`src/eib_pkg.sv`:
```
// constants and types for the external bus idle insertion block
package eib_pkg;
    localparam int unsigned DATA_W = 32;
    localparam int unsigned AREA_W = 3;
    localparam int unsigned CNT_W = 3;
    // register offsets (byte addresses)
    localparam logic [11:0] IDLE_CTRL_OFS = 12'h000;
    localparam logic [11:0] IDLE_STAT_OFS = 12'h004;
    localparam logic [11:0] ADDR_MASK = 12'hFFC;
    // reset value of the control register
    localparam logic [15:0] IDLE_CTRL_RST = 16'hFF00;
    // field positions
    localparam int unsigned COND3_BIT = 15;
    localparam int unsigned COND2_BIT = 14;
    localparam int unsigned COND1_BIT = 13;
    localparam int unsigned COND0_BIT = 12;
    localparam int unsigned CNT_B_LSB = 10;
    localparam int unsigned CNT_A_LSB = 8;
    localparam int unsigned SEL_LSB = 0;
    // status field positions
    localparam int unsigned STAT_CNT_LSB = 0;
    localparam int unsigned STAT_BUSY_BIT = 4;
    localparam int unsigned STAT_AREA_LSB = 8;
    // ahb encodings
    localparam logic [1:0] HTRANS_NONSEQ = 2'h2;
    localparam logic [1:0] HTRANS_SEQ = 2'h3;
    localparam logic [2:0] HSIZE_WORD = 3'h2;
    typedef enum logic [2:0] {
        ST_IDLE = 3'b001,
        ST_CYCLE = 3'b010,
        ST_GAP = 3'b100
    } eib_state_t;
endpackage

```
`src/eib_ahb_regs.sv`:
```
// ahb-lite slave holding the idle insertion control register
`timescale 1ns/1ps
module eib_ahb_regs
(
    input wire logic clk_i,
    input wire logic rst_i,
    input wire logic hsel_i,
    input wire logic [31:0] haddr_i,
    input wire logic [1:0] htrans_i,
    input wire logic hwrite_i,
    input wire logic [2:0] hsize_i,
    input wire logic [31:0] hwdata_i,
    input wire logic hready_i,
    output logic [31:0] hrdata_o,
    output logic hreadyout_o,
    output logic hresp_o,
    input wire logic [15:0] status_i,
    output logic [15:0] ctrl_o
);
    import eib_pkg::*;
    logic wr_pend_ff;
    logic [11:0] wr_addr_ff;
    logic addr_phase;
    logic [15:0] rd_word;

    assign addr_phase = hsel_i && hready_i && htrans_i[1];

    always_comb begin
        rd_word = 16'h0000;
        unique case (haddr_i[11:0] & ADDR_MASK)
            IDLE_CTRL_OFS: rd_word = ctrl_o;
            IDLE_STAT_OFS: rd_word = status_i;
            default: rd_word = 16'h0000;
        endcase
    end

    always_ff @(posedge clk_i) begin
        if (rst_i) begin
            wr_pend_ff <= 1'b0;
            wr_addr_ff <= 12'h000;
        end else begin
            wr_pend_ff <= addr_phase && hwrite_i;
            if (addr_phase) begin
                wr_addr_ff <= haddr_i[11:0] & ADDR_MASK;
            end
        end
    end

    // read data registered at the end of the address phase
    always_ff @(posedge clk_i) begin
        if (rst_i) begin
            hrdata_o <= 32'h00000000;
        end else if (addr_phase && !hwrite_i) begin
            hrdata_o <= {16'h0000, rd_word};
        end
    end

    always_ff @(posedge clk_i) begin
        if (rst_i) begin
            ctrl_o <= IDLE_CTRL_RST;
        end else if (wr_pend_ff && wr_addr_ff == IDLE_CTRL_OFS) begin
            ctrl_o <= hwdata_i[15:0];
        end
    end

    always_ff @(posedge clk_i) begin
        if (rst_i) begin
            hreadyout_o <= 1'b0;
            hresp_o <= 1'b0;
        end else begin
            hreadyout_o <= 1'b1;
            hresp_o <= 1'b0;
        end
    end
endmodule

```
`src/eib_idle_insert.sv`:
```
// idle state insertion between consecutive external bus cycles
//
// The address map and the AHB-Lite slave port were decided locally.
`timescale 1ns/1ps
// Function
// - with the dma-write condition on, idles go between a dma single-address write and the next access.
// - with the write-then-read condition on, idles go between a write and a following read.
// - with the area-change condition on, idles go between two reads of different areas.
// - with the read-then-write condition on, idles go between a read and a following write.
// - count field a codes 00 to 11 give one to four idle states.
// - count field a sets the idle count for conditions three and two, and for one and zero unless field b is selected.
// - count field b code 00 gives no idle state and 01 gives two, for conditions one and zero only.
// - a per-area select bit picks field a (0) or field b (1) for conditions one and zero.
module eib_idle_insert
(
    input wire logic clk_i,
    input wire logic rst_i,
    input wire logic hsel_i,
    input wire logic [31:0] haddr_i,
    input wire logic [1:0] htrans_i,
    input wire logic hwrite_i,
    input wire logic [2:0] hsize_i,
    input wire logic [31:0] hwdata_i,
    input wire logic hready_i,
    output logic [31:0] hrdata_o,
    output logic hreadyout_o,
    output logic hresp_o,
    input wire logic cyc_req_i,
    input wire logic cyc_write_i,
    input wire logic cyc_dma_sa_i,
    input wire logic [eib_pkg::AREA_W-1:0] cyc_area_i,
    input wire logic cyc_done_i,
    output logic cyc_start_o,
    output logic bus_idle_o,
    output logic cyc_active_o
);
    import eib_pkg::*;

    eib_state_t state_ff;
    eib_state_t nxt_state;
    logic [15:0] ctrl;
    logic prev_valid_ff;
    logic prev_write_ff;
    logic prev_dma_ff;
    logic [AREA_W-1:0] prev_area_ff;
    logic [CNT_W-1:0] gap_cnt_ff;
    logic [CNT_W-1:0] need_cnt;
    logic [CNT_W-1:0] cnt_a;
    logic [CNT_W-1:0] cnt_b;
    logic [CNT_W-1:0] cnt_sel;
    logic hit3;
    logic hit2;
    logic hit1;
    logic hit0;
    logic [15:0] status;
    logic grant;
    logic gap_load;

    // count field a: codes map to one to four idle states
    function automatic logic [CNT_W-1:0] dec_a(input logic [1:0] code);
        dec_a = {1'b0, code} + 3'h1;
    endfunction

    // count field b: 00 none, 01 two, 10 three, 11 four
    function automatic logic [CNT_W-1:0] dec_b(input logic [1:0] code);
        logic [CNT_W-1:0] v;
        v = 3'h0;
        unique case (code)
            2'h0: v = 3'h0;
            2'h1: v = 3'h2;
            2'h2: v = 3'h3;
            2'h3: v = 3'h4;
        endcase
        dec_b = v;
    endfunction

    // register slave holding the control word; status is read back through it
    eib_ahb_regs u_regs (
        .clk_i(clk_i),
        .rst_i(rst_i),
        .hsel_i(hsel_i),
        .haddr_i(haddr_i),
        .htrans_i(htrans_i),
        .hwrite_i(hwrite_i),
        .hsize_i(hsize_i),
        .hwdata_i(hwdata_i),
        .hready_i(hready_i),
        .hrdata_o(hrdata_o),
        .hreadyout_o(hreadyout_o),
        .hresp_o(hresp_o),
        .status_i(status),
        .ctrl_o(ctrl)
    );

    // idle counts decoded from both count fields
    assign cnt_a = dec_a(ctrl[CNT_A_LSB +: 2]);
    assign cnt_b = dec_b(ctrl[CNT_B_LSB +: 2]);
    assign cnt_sel = ctrl[SEL_LSB + prev_area_ff] ? cnt_b : cnt_a;

    // which enabled conditions the pending cycle meets after the previous one
    assign hit3 = ctrl[COND3_BIT] && prev_dma_ff;
    // a dma single-address write is a write cycle on the bus as well
    assign hit2 = ctrl[COND2_BIT] && prev_write_ff && !cyc_write_i;
    assign hit1 = ctrl[COND1_BIT] && !prev_write_ff && !cyc_write_i
                  && (prev_area_ff != cyc_area_i);
    assign hit0 = ctrl[COND0_BIT] && !prev_write_ff && cyc_write_i;

    // largest demanded gap wins when several conditions meet
    always_comb begin
        need_cnt = 3'h0;
        if (prev_valid_ff) begin
            if (hit3 || hit2) begin
                need_cnt = cnt_a;
            end
            if ((hit1 || hit0) && cnt_sel > need_cnt) begin
                need_cnt = cnt_sel;
            end
        end
    end

    always_comb begin
        nxt_state = state_ff;
        unique case (state_ff)
            ST_IDLE: begin
                // a request with no idle demand goes straight to the cycle
                if (cyc_req_i) begin
                    nxt_state = (need_cnt != 3'h0) ? ST_GAP : ST_CYCLE;
                end
            end
            ST_GAP: begin
                // leave on the last idle state so the grant follows at once
                if (gap_cnt_ff == 3'h1) begin
                    nxt_state = ST_CYCLE;
                end
            end
            ST_CYCLE: begin
                if (cyc_done_i) begin
                    nxt_state = ST_IDLE;
                end
            end
            default: nxt_state = ST_IDLE;
        endcase
    end

    always_ff @(posedge clk_i) begin
        if (rst_i) begin
            state_ff <= ST_IDLE;
        end else begin
            state_ff <= nxt_state;
        end
    end

    // the pending cycle is granted on the edge that enters the cycle state
    assign grant = (nxt_state == ST_CYCLE) && (state_ff != ST_CYCLE);
    assign gap_load = (state_ff == ST_IDLE) && cyc_req_i;

    // idle state counter loaded when the gap opens
    always_ff @(posedge clk_i) begin
        if (rst_i) begin
            gap_cnt_ff <= 3'h0;
        end else if (gap_load) begin
            gap_cnt_ff <= need_cnt;
        end else if (state_ff == ST_GAP && gap_cnt_ff != 3'h0) begin
            gap_cnt_ff <= gap_cnt_ff - 3'h1;
        end
    end

    // a previous cycle exists once the first grant has gone out
    always_ff @(posedge clk_i) begin
        if (rst_i) begin
            prev_valid_ff <= 1'b0;
        end else if (grant) begin
            prev_valid_ff <= 1'b1;
        end
    end

    // direction of the cycle just granted, kept for the next gap decision
    always_ff @(posedge clk_i) begin
        if (rst_i) begin
            prev_write_ff <= 1'b0;
            prev_dma_ff <= 1'b0;
        end else if (grant) begin
            prev_write_ff <= cyc_write_i;
            prev_dma_ff <= cyc_dma_sa_i && cyc_write_i;
        end
    end

    // area of the cycle just granted picks the count select bit later
    always_ff @(posedge clk_i) begin
        if (rst_i) begin
            prev_area_ff <= '0;
        end else if (grant) begin
            prev_area_ff <= cyc_area_i;
        end
    end

    // one-cycle grant pulse towards the external bus sequencer
    always_ff @(posedge clk_i) begin
        if (rst_i) begin
            cyc_start_o <= 1'b0;
        end else begin
            cyc_start_o <= grant;
        end
    end

    // high for exactly the inserted idle states
    always_ff @(posedge clk_i) begin
        if (rst_i) begin
            bus_idle_o <= 1'b0;
        end else begin
            bus_idle_o <= (nxt_state == ST_GAP);
        end
    end

    always_ff @(posedge clk_i) begin
        if (rst_i) begin
            cyc_active_o <= 1'b0;
        end else begin
            cyc_active_o <= (nxt_state == ST_CYCLE);
        end
    end

    assign status = {5'h00, prev_area_ff, 3'h0, state_ff == ST_GAP, 1'b0, gap_cnt_ff};
endmodule

```
`config.mk`:
```
export PLATFORM = sky130hd
export DESIGN_NAME = eib_idle_insert
export DESIGN_NICKNAME = d
export VERILOG_FILES = /design/src/eib_pkg.sv /design/src/eib_ahb_regs.sv /design/src/eib_idle_insert.sv
export SDC_FILE = /design/constraint.sdc
export NUM_CORES = 1
export LEC_CHECK = 0
export BUFFER_PORTS_ARGS = -buffer_cell sky130_fd_sc_hd__buf_4
export CELL_PAD_IN_SITES_DETAIL_PLACEMENT = 1
export CELL_PAD_IN_SITES_GLOBAL_PLACEMENT = 1
export CORE_ASPECT_RATIO = 1.25
export CORE_UTILIZATION = 38
export DETAILED_ROUTE_END_ITERATION = 8
export PLACE_DENSITY = 0.89
export SLEW_MARGIN = 10
export SYNTH_ARGS = -nofsm -noshare
export SYNTH_HDL_FRONTEND = slang
export SYNTH_HIERARCHICAL = 1
export SYNTH_SLANG_ARGS = --single-unit
```
`constraint.sdc`:
```
create_clock -name clk_i -period 7.2 [get_ports clk_i]
set_clock_uncertainty 0.1 [all_clocks]
set_input_delay 0 -clock clk_i [delete_from_list [all_inputs] [get_ports clk_i]]
set_output_delay 0 -clock clk_i [all_outputs]
set_load 0.01 [all_outputs]
```
==> impl_metrics.tcl, run 1 <==
set metrics [dict create \
    wl_per_cell_um 17.43 \
    reg2reg_depth 11 \
    start_util_pct 40.07 \
    num_io_pins 118 \
    finalSetupViolCount 0 \
    fin_nets 506 \
    drt.antenna.violating_nets 0 \
    fillers 865 \
    die_w_um 81.71 \
    worstHoldPathCells 2 \
    finalCritPeriodShare_pct 57.25 \
    top_usage_layer "met2" \
    required_ns 7.34 \
    period_needed_ns 4.122 \
    ys.warnings.count 6 \
    cp.depth 11 \
    core-area_sq_um 7532 \
    drtIter0Drc 130 \
    synth_seq_cells 59 \
    num_rows 35 \
    antennaDiodeCount 0 \
    max_stage_delay_ns 0.63 \
    outcome "finished clean" \
    gp_congestion 0.8131 \
    vias 2678 \
    slowest_stage "mux4_1" \
    layout_common_cells "dfxtp_1, buf_4, dlygate4sd3_1, nand2_1, mux2i_1" \
    gr-usage-met1_pct 24.94 \
    synth_top_cell_area_share_pct 39.14 \
    powerDensity_nw_per_um2 196.9 \
    numPortBuffers 58 \
    arrival_ns 4.26 \
    fp.dieH_um 101.6 \
    fin_hold_ws_ns 0.03121 \
    grtUsageMet3_pct 3.964 \
    fmax_mhz 242.6 \
    drive_gt1_share_pct 21.90 \
    synth_area_leader_cell "dfxtp_1" \
    async_flop_share_pct 0 \
    crit_type "reg2reg" \
    syn_inst 320 \
    utilization_pct 53.14 \
    drc 0 \
    end_kind "flop" \
    crit_family "multiplexers" \
    hold_viol_final 0 \
    cp.buffers_inverters 1 \
    cts-resized-gates 0 \
    yosysUniqueCellTypes 54 \
    clockBufferDepth 2 \
    irDropWorstVdd_mv 0.1412 \
    grt_usage_pct 22.81 \
    crit_path_max_fanout 5 \
    firstDrtPassIters 4 \
    p_clk_share_pct 41.2 \
    grt_use_met2_pct 41.99 \
    drt_wl_total_um 8925 \
    htree_num_levels 3 \
    seqPwrFrac_pct 44.0 \
    antenna_found_initial 0 \
    dieArea_sq_um 8305 \
    grt_first_pass_wirelength_um 13900 \
    switching_share_pct 25.32 \
    ys_seq_area_share_pct 39.14 \
    syn_to_final_growth_pct 32.63 \
    max_slew.worst_pin.slew_ns 0.8494 \
    synth_edf_count 0 \
    tritoncts "yes" \
    combPwrFrac_pct 14.8 \
    vias_per_cell 5.230 \
    grt.overflow.total 0 \
    synth_area_sq_um 3018 \
    cts_root_buffer "clkbuf_8" \
    leakage_nw 1.702 \
    p_sw_uw 199.6 \
    clk_latency_ns 0.34 \
    cts_inserted_buffers 9 \
    synth_area_leaders "dfxtp_1, mux2i_1, o2bb2ai_1, buf_4, a21oi_1" \
    relSlewSlack_pct 43.38 \
    hold_path_class "in2reg" \
    placed_cells 463 \
    maxSlewViolCount 0 \
    final_cells 512 \
    ys_dominant_reg_cell "dfxtp_1" \
    cts_sinks 59 \
    crit_chain "mux4_1 > mux2i_2 > mux2i_1 > inv_1 > ha_1 > a311oi_1 > o211a_4 > mux2_4 > a211oi_2 > o21ai_2 > a2111oi_2" \
    r2r_setup_slack_ns 3.08 \
    place_hpwl_um 5598 \
    maxCapViolations 0 \
    grt_setup_unrepaired "no" \
    grt_max_degree 51 \
    grt_pass1_vias 2844 \
    postSynthAreaPerCell_sq_um 9.431 \
    setup-tns-final_ns 0 \
    startpoint_type "flop" \
    power.internal_uw 588.6 \
    clk_pin_slew_ns 0.06 \
]
-- flip-flops by register name, indices dropped and copies added (netlist names) --
name	cells
prev_valid_ff	1
gap_cnt_ff	3
prev_area_ff	3
u_regs/ctrl_o	16
bus_idle_o	1
cyc_active_o	1
u_regs/hrdata_o	16
prev_dma_ff	1
state_ff	3
u_regs/wr_pend_ff	1
cyc_start_o	1
prev_write_ff	1
u_regs/hreadyout_o	1
u_regs/wr_addr_ff	10
-- logic make-up (layout without fill, tap and decap cells) --
| group | after synthesis | after routing | synth area share (%) |
|---|---|---|---|
| fa+ha+maj | 9 | 9 | 3.731 |
| compound gates | 78 | 78 | 19.20 |
| xor+xnor | 6 | 6 | 1.741 |
| simple gates | 82 | 82 | 13.93 |
| buf+inv | 51 | 127 | 9.535 |
| other cells | 2 | 26 | 0.2488 |
| mux | 33 | 33 | 12.48 |
| flops | 59 | 59 | 39.14 |
-- power by group through the flow --
stage / registers, mW / clock network (mW) / logic (mW)
2_1_floorplan: 0.350 / 0 / 0.0741
3_3_place_gp: 0.353 / 0 / 0.0947
3_5_place_dp: 0.354 / 0 / 0.0987
4_1_cts: 0.347 / 0.326 / 0.114
5_1_grt: 0.348 / 0.344 / 0.126
6_report: 0.347 / 0.325 / 0.116
-- timing repair --
item,in CTS,in global routing
buffers inserted,0,0
endpoints found under the hold margin,36,0
setup endpoints to repair,0,0
hold buffers,34,0
-- worst paths after layout --
check | from | end
min | rst_i | gap_cnt_ff[1]$_SDFFE_PP0P_
min reg2reg | u_regs/hrdata_o[4]$_SDFFE_PP0P_ | u_regs/hrdata_o[4]$_SDFFE_PP0P_
max reg2reg | prev_area_ff[0]$_SDFFE_PP0P_ | cyc_start_o$_SDFF_PP0_
max | prev_area_ff[0]$_SDFFE_PP0P_ | cyc_start_o$_SDFF_PP0_
-- stage by stage --
stage	total power [mW]	setup WS [ns]	instance area, sq um
after floorplan	0.4237	3.595	3108
after global placement	0.4480	3.261	3450
after detailed placement	0.4528	3.103	3450
after CTS	0.7877	3.094	4003
after global routing	0.8172	2.944	4003
final	0.7882	3.078	4003
-- metal layers --
metal  vias up  part of all wire (%)
li1       1293                     -
met1      1299                    40
met2        72                    55
met3        14                   3.1
met4         0                   2.0
met5         -                     0
-- cell usage after synthesis (2+ instances only) --
cell type,number
a211oi_1,2
o2bb2ai_1,16
nand3b_1,2
nand3_1,6
conb_1,2
buf_1,2
a31o_1,2
nor4_1,2
o21ai_0,2
a311oi_1,9
mux2_4,2
o22ai_1,2
ha_1,9
inv_1,18
xor2_1,5
mux2i_1,28
a31o_2,6
nand2_1,28
buf_2,4
nor2b_1,2
dfxtp_1,59
nor3_1,2
mux4_1,2
o21ai_1,6
buf_4,18
clkbuf_1,6
and3_1,2
nor2_1,25
a21oi_1,23
nand4_1,2
and2_1,3
-- cell type report --
class                   instances  area [sq um]  area share [%]
flip-flops and latches         59          1181           29.51
clock inverters                 1         30.03          0.7502
clock buffers                  14         182.7           4.564
well taps                      92         115.1           2.876
repair buffers                 93         783.3           19.57
multi-input cells             234          1639           40.95
inverters                      19         71.32           1.782
-- worst reg2reg max path, cell delays in order (launching register included) --
cell and delay (ns):
dfxtp_1 0.50, mux4_1 0.63, mux2i_2 0.33, mux2i_1 0.31
inv_1 0.08, ha_1 0.32, a311oi_1 0.46, o211a_4 0.27
mux2_4 0.34, a211oi_2 0.25, o21ai_2 0.12, a2111oi_2 0.33
Power figures use the tool's default switching activity.
==> inputs of run 2 (changes only) <==
--- a/config.mk
+++ b/config.mk
@@ -9,9 +9,9 @@
 export CELL_PAD_IN_SITES_DETAIL_PLACEMENT = 1
 export CELL_PAD_IN_SITES_GLOBAL_PLACEMENT = 1
 export CORE_ASPECT_RATIO = 1.25
-export CORE_UTILIZATION = 38
+export CORE_UTILIZATION = 32
 export DETAILED_ROUTE_END_ITERATION = 8
-export PLACE_DENSITY = 0.89
+export PLACE_DENSITY = 0.81
 export SLEW_MARGIN = 10
 export SYNTH_ARGS = -nofsm -noshare
 export SYNTH_HDL_FRONTEND = slang
==> constraint.sdc (replaced) <==
create_clock -name clk_i -period 3.7 [get_ports clk_i]
set_clock_uncertainty 0.1 [all_clocks]
set_input_delay 0 -clock clk_i [delete_from_list [all_inputs] [get_ports clk_i]]
set_output_delay 0 -clock clk_i [all_outputs]
set_load 0.01 [all_outputs]
==> run 2 against run 1 <==
Die area grew 18%. Register-to-register slack lost 2.9 ns. Setup slack lost 2.9 ns. Core utilization shrank 7.1 points. Clock power grew 140%. Cell area grew 5.5%. Sequential power grew 95%. Sequential share of layout area shrank 1.5 points. Sequential cell count is the same. Non-clock buffer count grew 10. Critical path depth shrank 1. Critical endpoint unchanged.
==> impl_metrics.tcl, run 2 (synthesis gave the netlist of run 1 again) <==
set metrics [dict create \
    utilization_pct 46.03 \
    grt_usage_pct 19.11 \
    core-area_sq_um 9174 \
    fmax_mhz 285.0 \
    post-place-ws_ns -0.05054 \
    hold_viol_final 0 \
    crit_type "reg2reg" \
    grt.overflow.total 0 \
    vias 2679 \
    finalWorstSetupSlack_ns 0.1916 \
    r2r_start "prev_area_ff[0]$_SDFFE_PP0P_" \
    cts_root_buffer "clkbuf_16" \
    drtIter0Drc 70 \
    period_needed_ns 3.508 \
    relSlewSlack_pct 41.87 \
    powerDensity_nw_per_um2 401.5 \
    crit_path_max_fanout 3 \
    leakage_nw 1.763 \
    outcome "finished clean" \
    clk_latency_ns 0.33 \
    reg_top3 "u_regs/ctrl_o (16), u_regs/hrdata_o (16), u_regs/wr_addr_ff (10)" \
    seqPwrFrac_pct 39.8 \
    syn_to_final_growth_pct 39.93 \
    vias_per_cell 4.836 \
    drt.antenna.violating_nets 0 \
    maxCapViolations 0 \
    worstReg2RegEnd "cyc_start_o$_SDFF_PP0_" \
    reg2reg_depth 10 \
    p_clk_share_pct 45.7 \
    required_ns 3.82 \
    gp_congestion 0.9016 \
    cts_sinks 59 \
    p_sw_uw 432.2 \
    startpoint_type "flop" \
    drive_gt1_share_pct 26.22 \
    critPathLaunch "prev_area_ff[0]$_SDFFE_PP0P_" \
    cts_inserted_buffers 9 \
    setup-tns-final_ns 0 \
    maxSlewViolCount 0 \
    clk_pin_slew_ns 0.05 \
    finalCritPeriodShare_pct 94.82 \
    hold_path_class "in2reg" \
    crit_chain "mux4_2 > mux2i_4 > mux2_4 > ha_1 > a311oi_2 > o211a_4 > mux2_4 > a211oi_2 > o21ai_2 > a2111oi_2" \
    fp.dieH_um 110.6 \
    arrival_ns 3.63 \
    combPwrFrac_pct 14.5 \
    power.internal_mw 1.263 \
    min-delay-start "rst_i" \
    irDropWorstVdd_mv 0.2250 \
    fin_hold_ws_ns 0.03335 \
    dieArea_sq_um 9826 \
    endpoint "cyc_start_o$_SDFF_PP0_" \
    clockBufferDepth 2 \
    grt_max_degree 51 \
    tritoncts "yes" \
    drc 0 \
    num_rows 39 \
    die_w_um 88.86 \
    layout_common_cells "buf_4, dfxtp_1, dlygate4sd3_1, nand2_1" \
    fillers 1083 \
    wl_per_cell_um 15.45 \
    htree_num_levels 3 \
    numPortBuffers 58 \
    antenna_found_initial 0 \
    drt_wl_total_um 8562 \
    r2r_setup_slack_ns 0.19 \
    final_common_cell "buf_4" \
    cpMostUsedCell "mux2_4" \
    antennaDiodeCount 0 \
    place_hpwl_um 5842 \
    start_util_pct 32.90 \
    grt_pass1_vias 2913 \
    firstDrtPassIters 4 \
    end_kind "flop" \
    max_slew.worst_pin.slew_ns 0.8693 \
    num_io_pins 118 \
    fin_nets 516 \
    slowest_stage "mux4_2" \
    switching_share_pct 25.49 \
    finalSetupViolCount 0 \
    grt_first_pass_wirelength_um 14280 \
    grt_setup_unrepaired "no" \
    max_stage_delay_ns 0.54 \
]
-- run 2: area by class of cell --
type	instances	area, sq um	share of cell area, %
sequential	59	1182	28.00
timing repair buffer	103	858.3	20.33
inverter	19	71.32	1.689
clock inverter	5	27.53	0.6519
multi-input combinational	234	1677	39.70
clock buffer	11	252.7	5.985
tap	123	153.9	3.644
-- run 2: critical path: cells and delay by family, from the launching register on --
kind / cells / cell delay [ns]
compound gates: 5 / 1.22
mux: 4 / 1.40
flops: 1 / 0.36
fa+ha+maj: 1 / 0.33
-- run 2: worst min path at each step --
stage | end | slack (ns) | cells after the start
3_3_place_gp | u_regs/ctrl_o[3]$_SDFFE_PP0P_ | 0.13 | 2
3_5_place_dp | u_regs/ctrl_o[3]$_SDFFE_PP0P_ | 0.13 | 2
2_1_floorplan | cyc_start_o$_SDFF_PP0_ | -0.02 | 1
6_report | gap_cnt_ff[1]$_SDFFE_PP0P_ | 0.03 | 2
4_1_cts | gap_cnt_ff[1]$_SDFFE_PP0P_ | 0.04 | 2
5_1_grt | prev_valid_ff$_SDFFE_PP0P_ | 0.06 | 2
-- run 2: through the flow --
stage | std cells | area [sq um] | total power [mW]
finish | 554 | 4223 | 1.695
global route | 554 | 4223 | 1.763
CTS | 554 | 4190 | 1.706
detailed placement | 503 | 3556 | 0.8930
global placement | 503 | 3556 | 0.8856
floorplan | 344 | 3108 | 0.8245
-- run 2: timing repair --
action	CTS	global route
setup endpoints to repair	7	11
pin swaps	0	3
endpoints found under the hold margin	34	0
hold buffers	34	0
gates resized for setup	1	10
setup buffers	1	0
-- run 2: power groups by stage --
stage | registers [mW] | clock network (mW) | logic (mW)
finish | 0.675 | 0.775 | 0.246
floorplan | 0.680 | 0 | 0.144
global placement | 0.686 | 0 | 0.200
global route | 0.677 | 0.818 | 0.268
CTS | 0.674 | 0.794 | 0.238
detailed placement | 0.687 | 0 | 0.206
-- run 2: routing by layer --
layer / vias to the layer above / part of all wire [%] / GRT usage [%]
met5: - / 0 / 0
met4: 0 / 1.5 / 7.097
met3: 10 / 3.2 / 3.812
met2: 55 / 53 / 34.77
met1: 1303 / 42 / 21.20
li1: 1311 / - / -
==> inputs of run 3 (changes only) <==
--- a/config.mk
+++ b/config.mk
@@ -11,6 +11,7 @@
 export CORE_ASPECT_RATIO = 1.25
 export CORE_UTILIZATION = 32
 export DETAILED_ROUTE_END_ITERATION = 8
+export MAX_ROUTING_LAYER = met4
 export PLACE_DENSITY = 0.81
 export SLEW_MARGIN = 10
 export SYNTH_ARGS = -nofsm -noshare
==> run 3 against run 2 <==
Core utilization shrank 0.37 points. Global-route usage grew 0.17 points. Hold slack lost 0.0057 ns. Sequential share of layout area grew 0.23 points. Sequential power is essentially flat. Maximum frequency shrank 0.76%. Largest cell class unchanged.
==> impl_metrics.tcl, run 3 (synthesis gave the netlist of run 1 again) <==
set metrics [dict create \
    wl_per_cell_um 15.85 \
    place_hpwl_um 6090 \
    start_util_pct 32.90 \
    cts_root_buffer "clkbuf_16" \
    drc 0 \
    hold_path_class "in2reg" \
    fp.dieH_um 110.6 \
    grt_usage_pct 19.28 \
    drt.antenna.violating_nets 0 \
    setup-tns-final_ns 0 \
    finalSetupViolCount 0 \
    vias 2738 \
    maxSlewViolCount 0 \
    fmax_mhz 282.9 \
    finalCritPeriodShare_pct 95.55 \
    clockBufferDepth 2 \
    num_rows 39 \
    firstDrtPassIters 4 \
    clk_latency_ns 0.33 \
    r2r_start "prev_area_ff[0]$_SDFFE_PP0P_" \
    max_slew.worst_pin.slew_ns 0.8219 \
    placed_area_sq_um 3556 \
    grt_max_degree 51 \
    arrival_ns 3.69 \
    crit_path_max_fanout 6 \
    min-delay-start "rst_i" \
    irDropWorstVdd_mv 0.2504 \
    syn_to_final_growth_pct 38.81 \
    cts_inserted_buffers 9 \
    num_io_pins 118 \
    final_common_cell "buf_4" \
    relSlewSlack_pct 45.21 \
    leakage_nw 1.751 \
    tritoncts "yes" \
    gp_congestion 0.9495 \
    grt.overflow.total 0 \
    maxCapViolations 0 \
    required_ns 3.86 \
    antenna_found_initial 0 \
    critPathLaunch "prev_area_ff[0]$_SDFFE_PP0P_" \
    end_kind "flop" \
    drive_gt1_share_pct 24.48 \
    hold_viol_final 0 \
    dieArea_sq_um 9826 \
    outcome "finished clean" \
    vias_per_cell 4.960 \
    final_area_sq_um 4189 \
    final_cells 552 \
    drtIter0Drc 88 \
    placed_cells 503 \
    drt_wl_total_um 8750 \
    numPortBuffers 58 \
    core-area_sq_um 9174 \
    grt_first_pass_wirelength_um 13920 \
    cts_sinks 59 \
    crit_type "reg2reg" \
    fin_nets 517 \
    total_power_mw 1.643 \
    antennaDiodeCount 0 \
    grt_setup_unrepaired "no" \
    reg_top3 "u_regs/ctrl_o (16), u_regs/hrdata_o (16), u_regs/wr_addr_ff (10)" \
    clk_pin_slew_ns 0.05 \
    htree_num_levels 3 \
    layout_common_cells "buf_4, dfxtp_1, dlygate4sd3_1, nand2_1, mux2i_1" \
    die_w_um 88.86 \
    grt_pass1_vias 2887 \
    period_needed_ns 3.535 \
    powerDensity_nw_per_um2 392.3 \
    utilization_pct 45.66 \
    startpoint_type "flop" \
]
run 3: cell count changes in the layout (fill, tap and decap cells not counted):
cell and delta:
clkbuf_1 +3, clkbuf_8 -1, a21oi_1 +2, mux2i_1 +1, mux2i_2 -1, a21oi_2 -2, clkinv_2 -4, clkinvlp_4 -1
buf_4 +1
run 3: per-layer routing:
metal  GRT usage (%)  part of all wire [%]  vias to the layer above
met5               -                     0                        -
met3           5.306                   4.3                       18
met1           19.15                    39                     1342
li1                -                     -                     1310
met4           6.989                   1.9                        0
met2           34.87                    55                       68
run 3: worst paths after layout:
check | endpoint | slack (ns) | cells after the start
setup / recovery | prev_dma_ff$_SDFFE_PP0P_ | 0.16 | 11
hold / removal | prev_valid_ff$_SDFFE_PP0P_ | 0.03 | 2
setup reg to reg | prev_dma_ff$_SDFFE_PP0P_ | 0.16 | 11
hold reg to reg | u_regs/hrdata_o[4]$_SDFFE_PP0P_ | 0.36 | 1
run 3: where the power goes:
group	switching (mW)	internal [mW]
combinational	0.122	0.124
sequential	0.0210	0.656
clock	0.262	0.458
total	0.405	1.24
run 3: through the flow:
stage	worst slack, ns	hold WS [ns]
final	0.1646	0.02763
after global routing	0.007204	0.05740
after CTS	0.001150	0.02479
after detailed placement	-0.1282	0.1310
after global placement	0.07699	0.1257
after floorplan	0.09497	-0.02400
run 3: area by class of cell:
| cell class | instances | area, sq um |
|---|---|---|
| Timing Repair Buffer | 104 | 865.8 |
| Clock buffer | 13 | 250.2 |
| Sequential cell | 59 | 1182 |
| Multi-Input combinational cell | 234 | 1665 |
| Fill cell | 1054 | 4985 |
| Tap cell | 123 | 153.9 |
| Inverter | 19 | 71.32 |
run 3: critical path, cell delays in order (launching register included):
cell and delay [ns]:
dfxtp_2 0.36, mux4_2 0.52, mux2i_4 0.23, mux2_4 0.33
ha_1 0.33, a311oi_2 0.35, o211a_4 0.22, mux2_4 0.32
buf_4 0.15, o211ai_4 0.23, nand4_1 0.14, a21oi_1 0.17
run 3: repair_timing:
item / in CTS / in global routing
pin swaps: 0 / 2
buffers inserted: 0 / 2
hold endpoints to repair: 36 / 0
resized for setup: 3 / 5
hold buffers: 34 / 0
setup endpoints to repair: 9 / 11
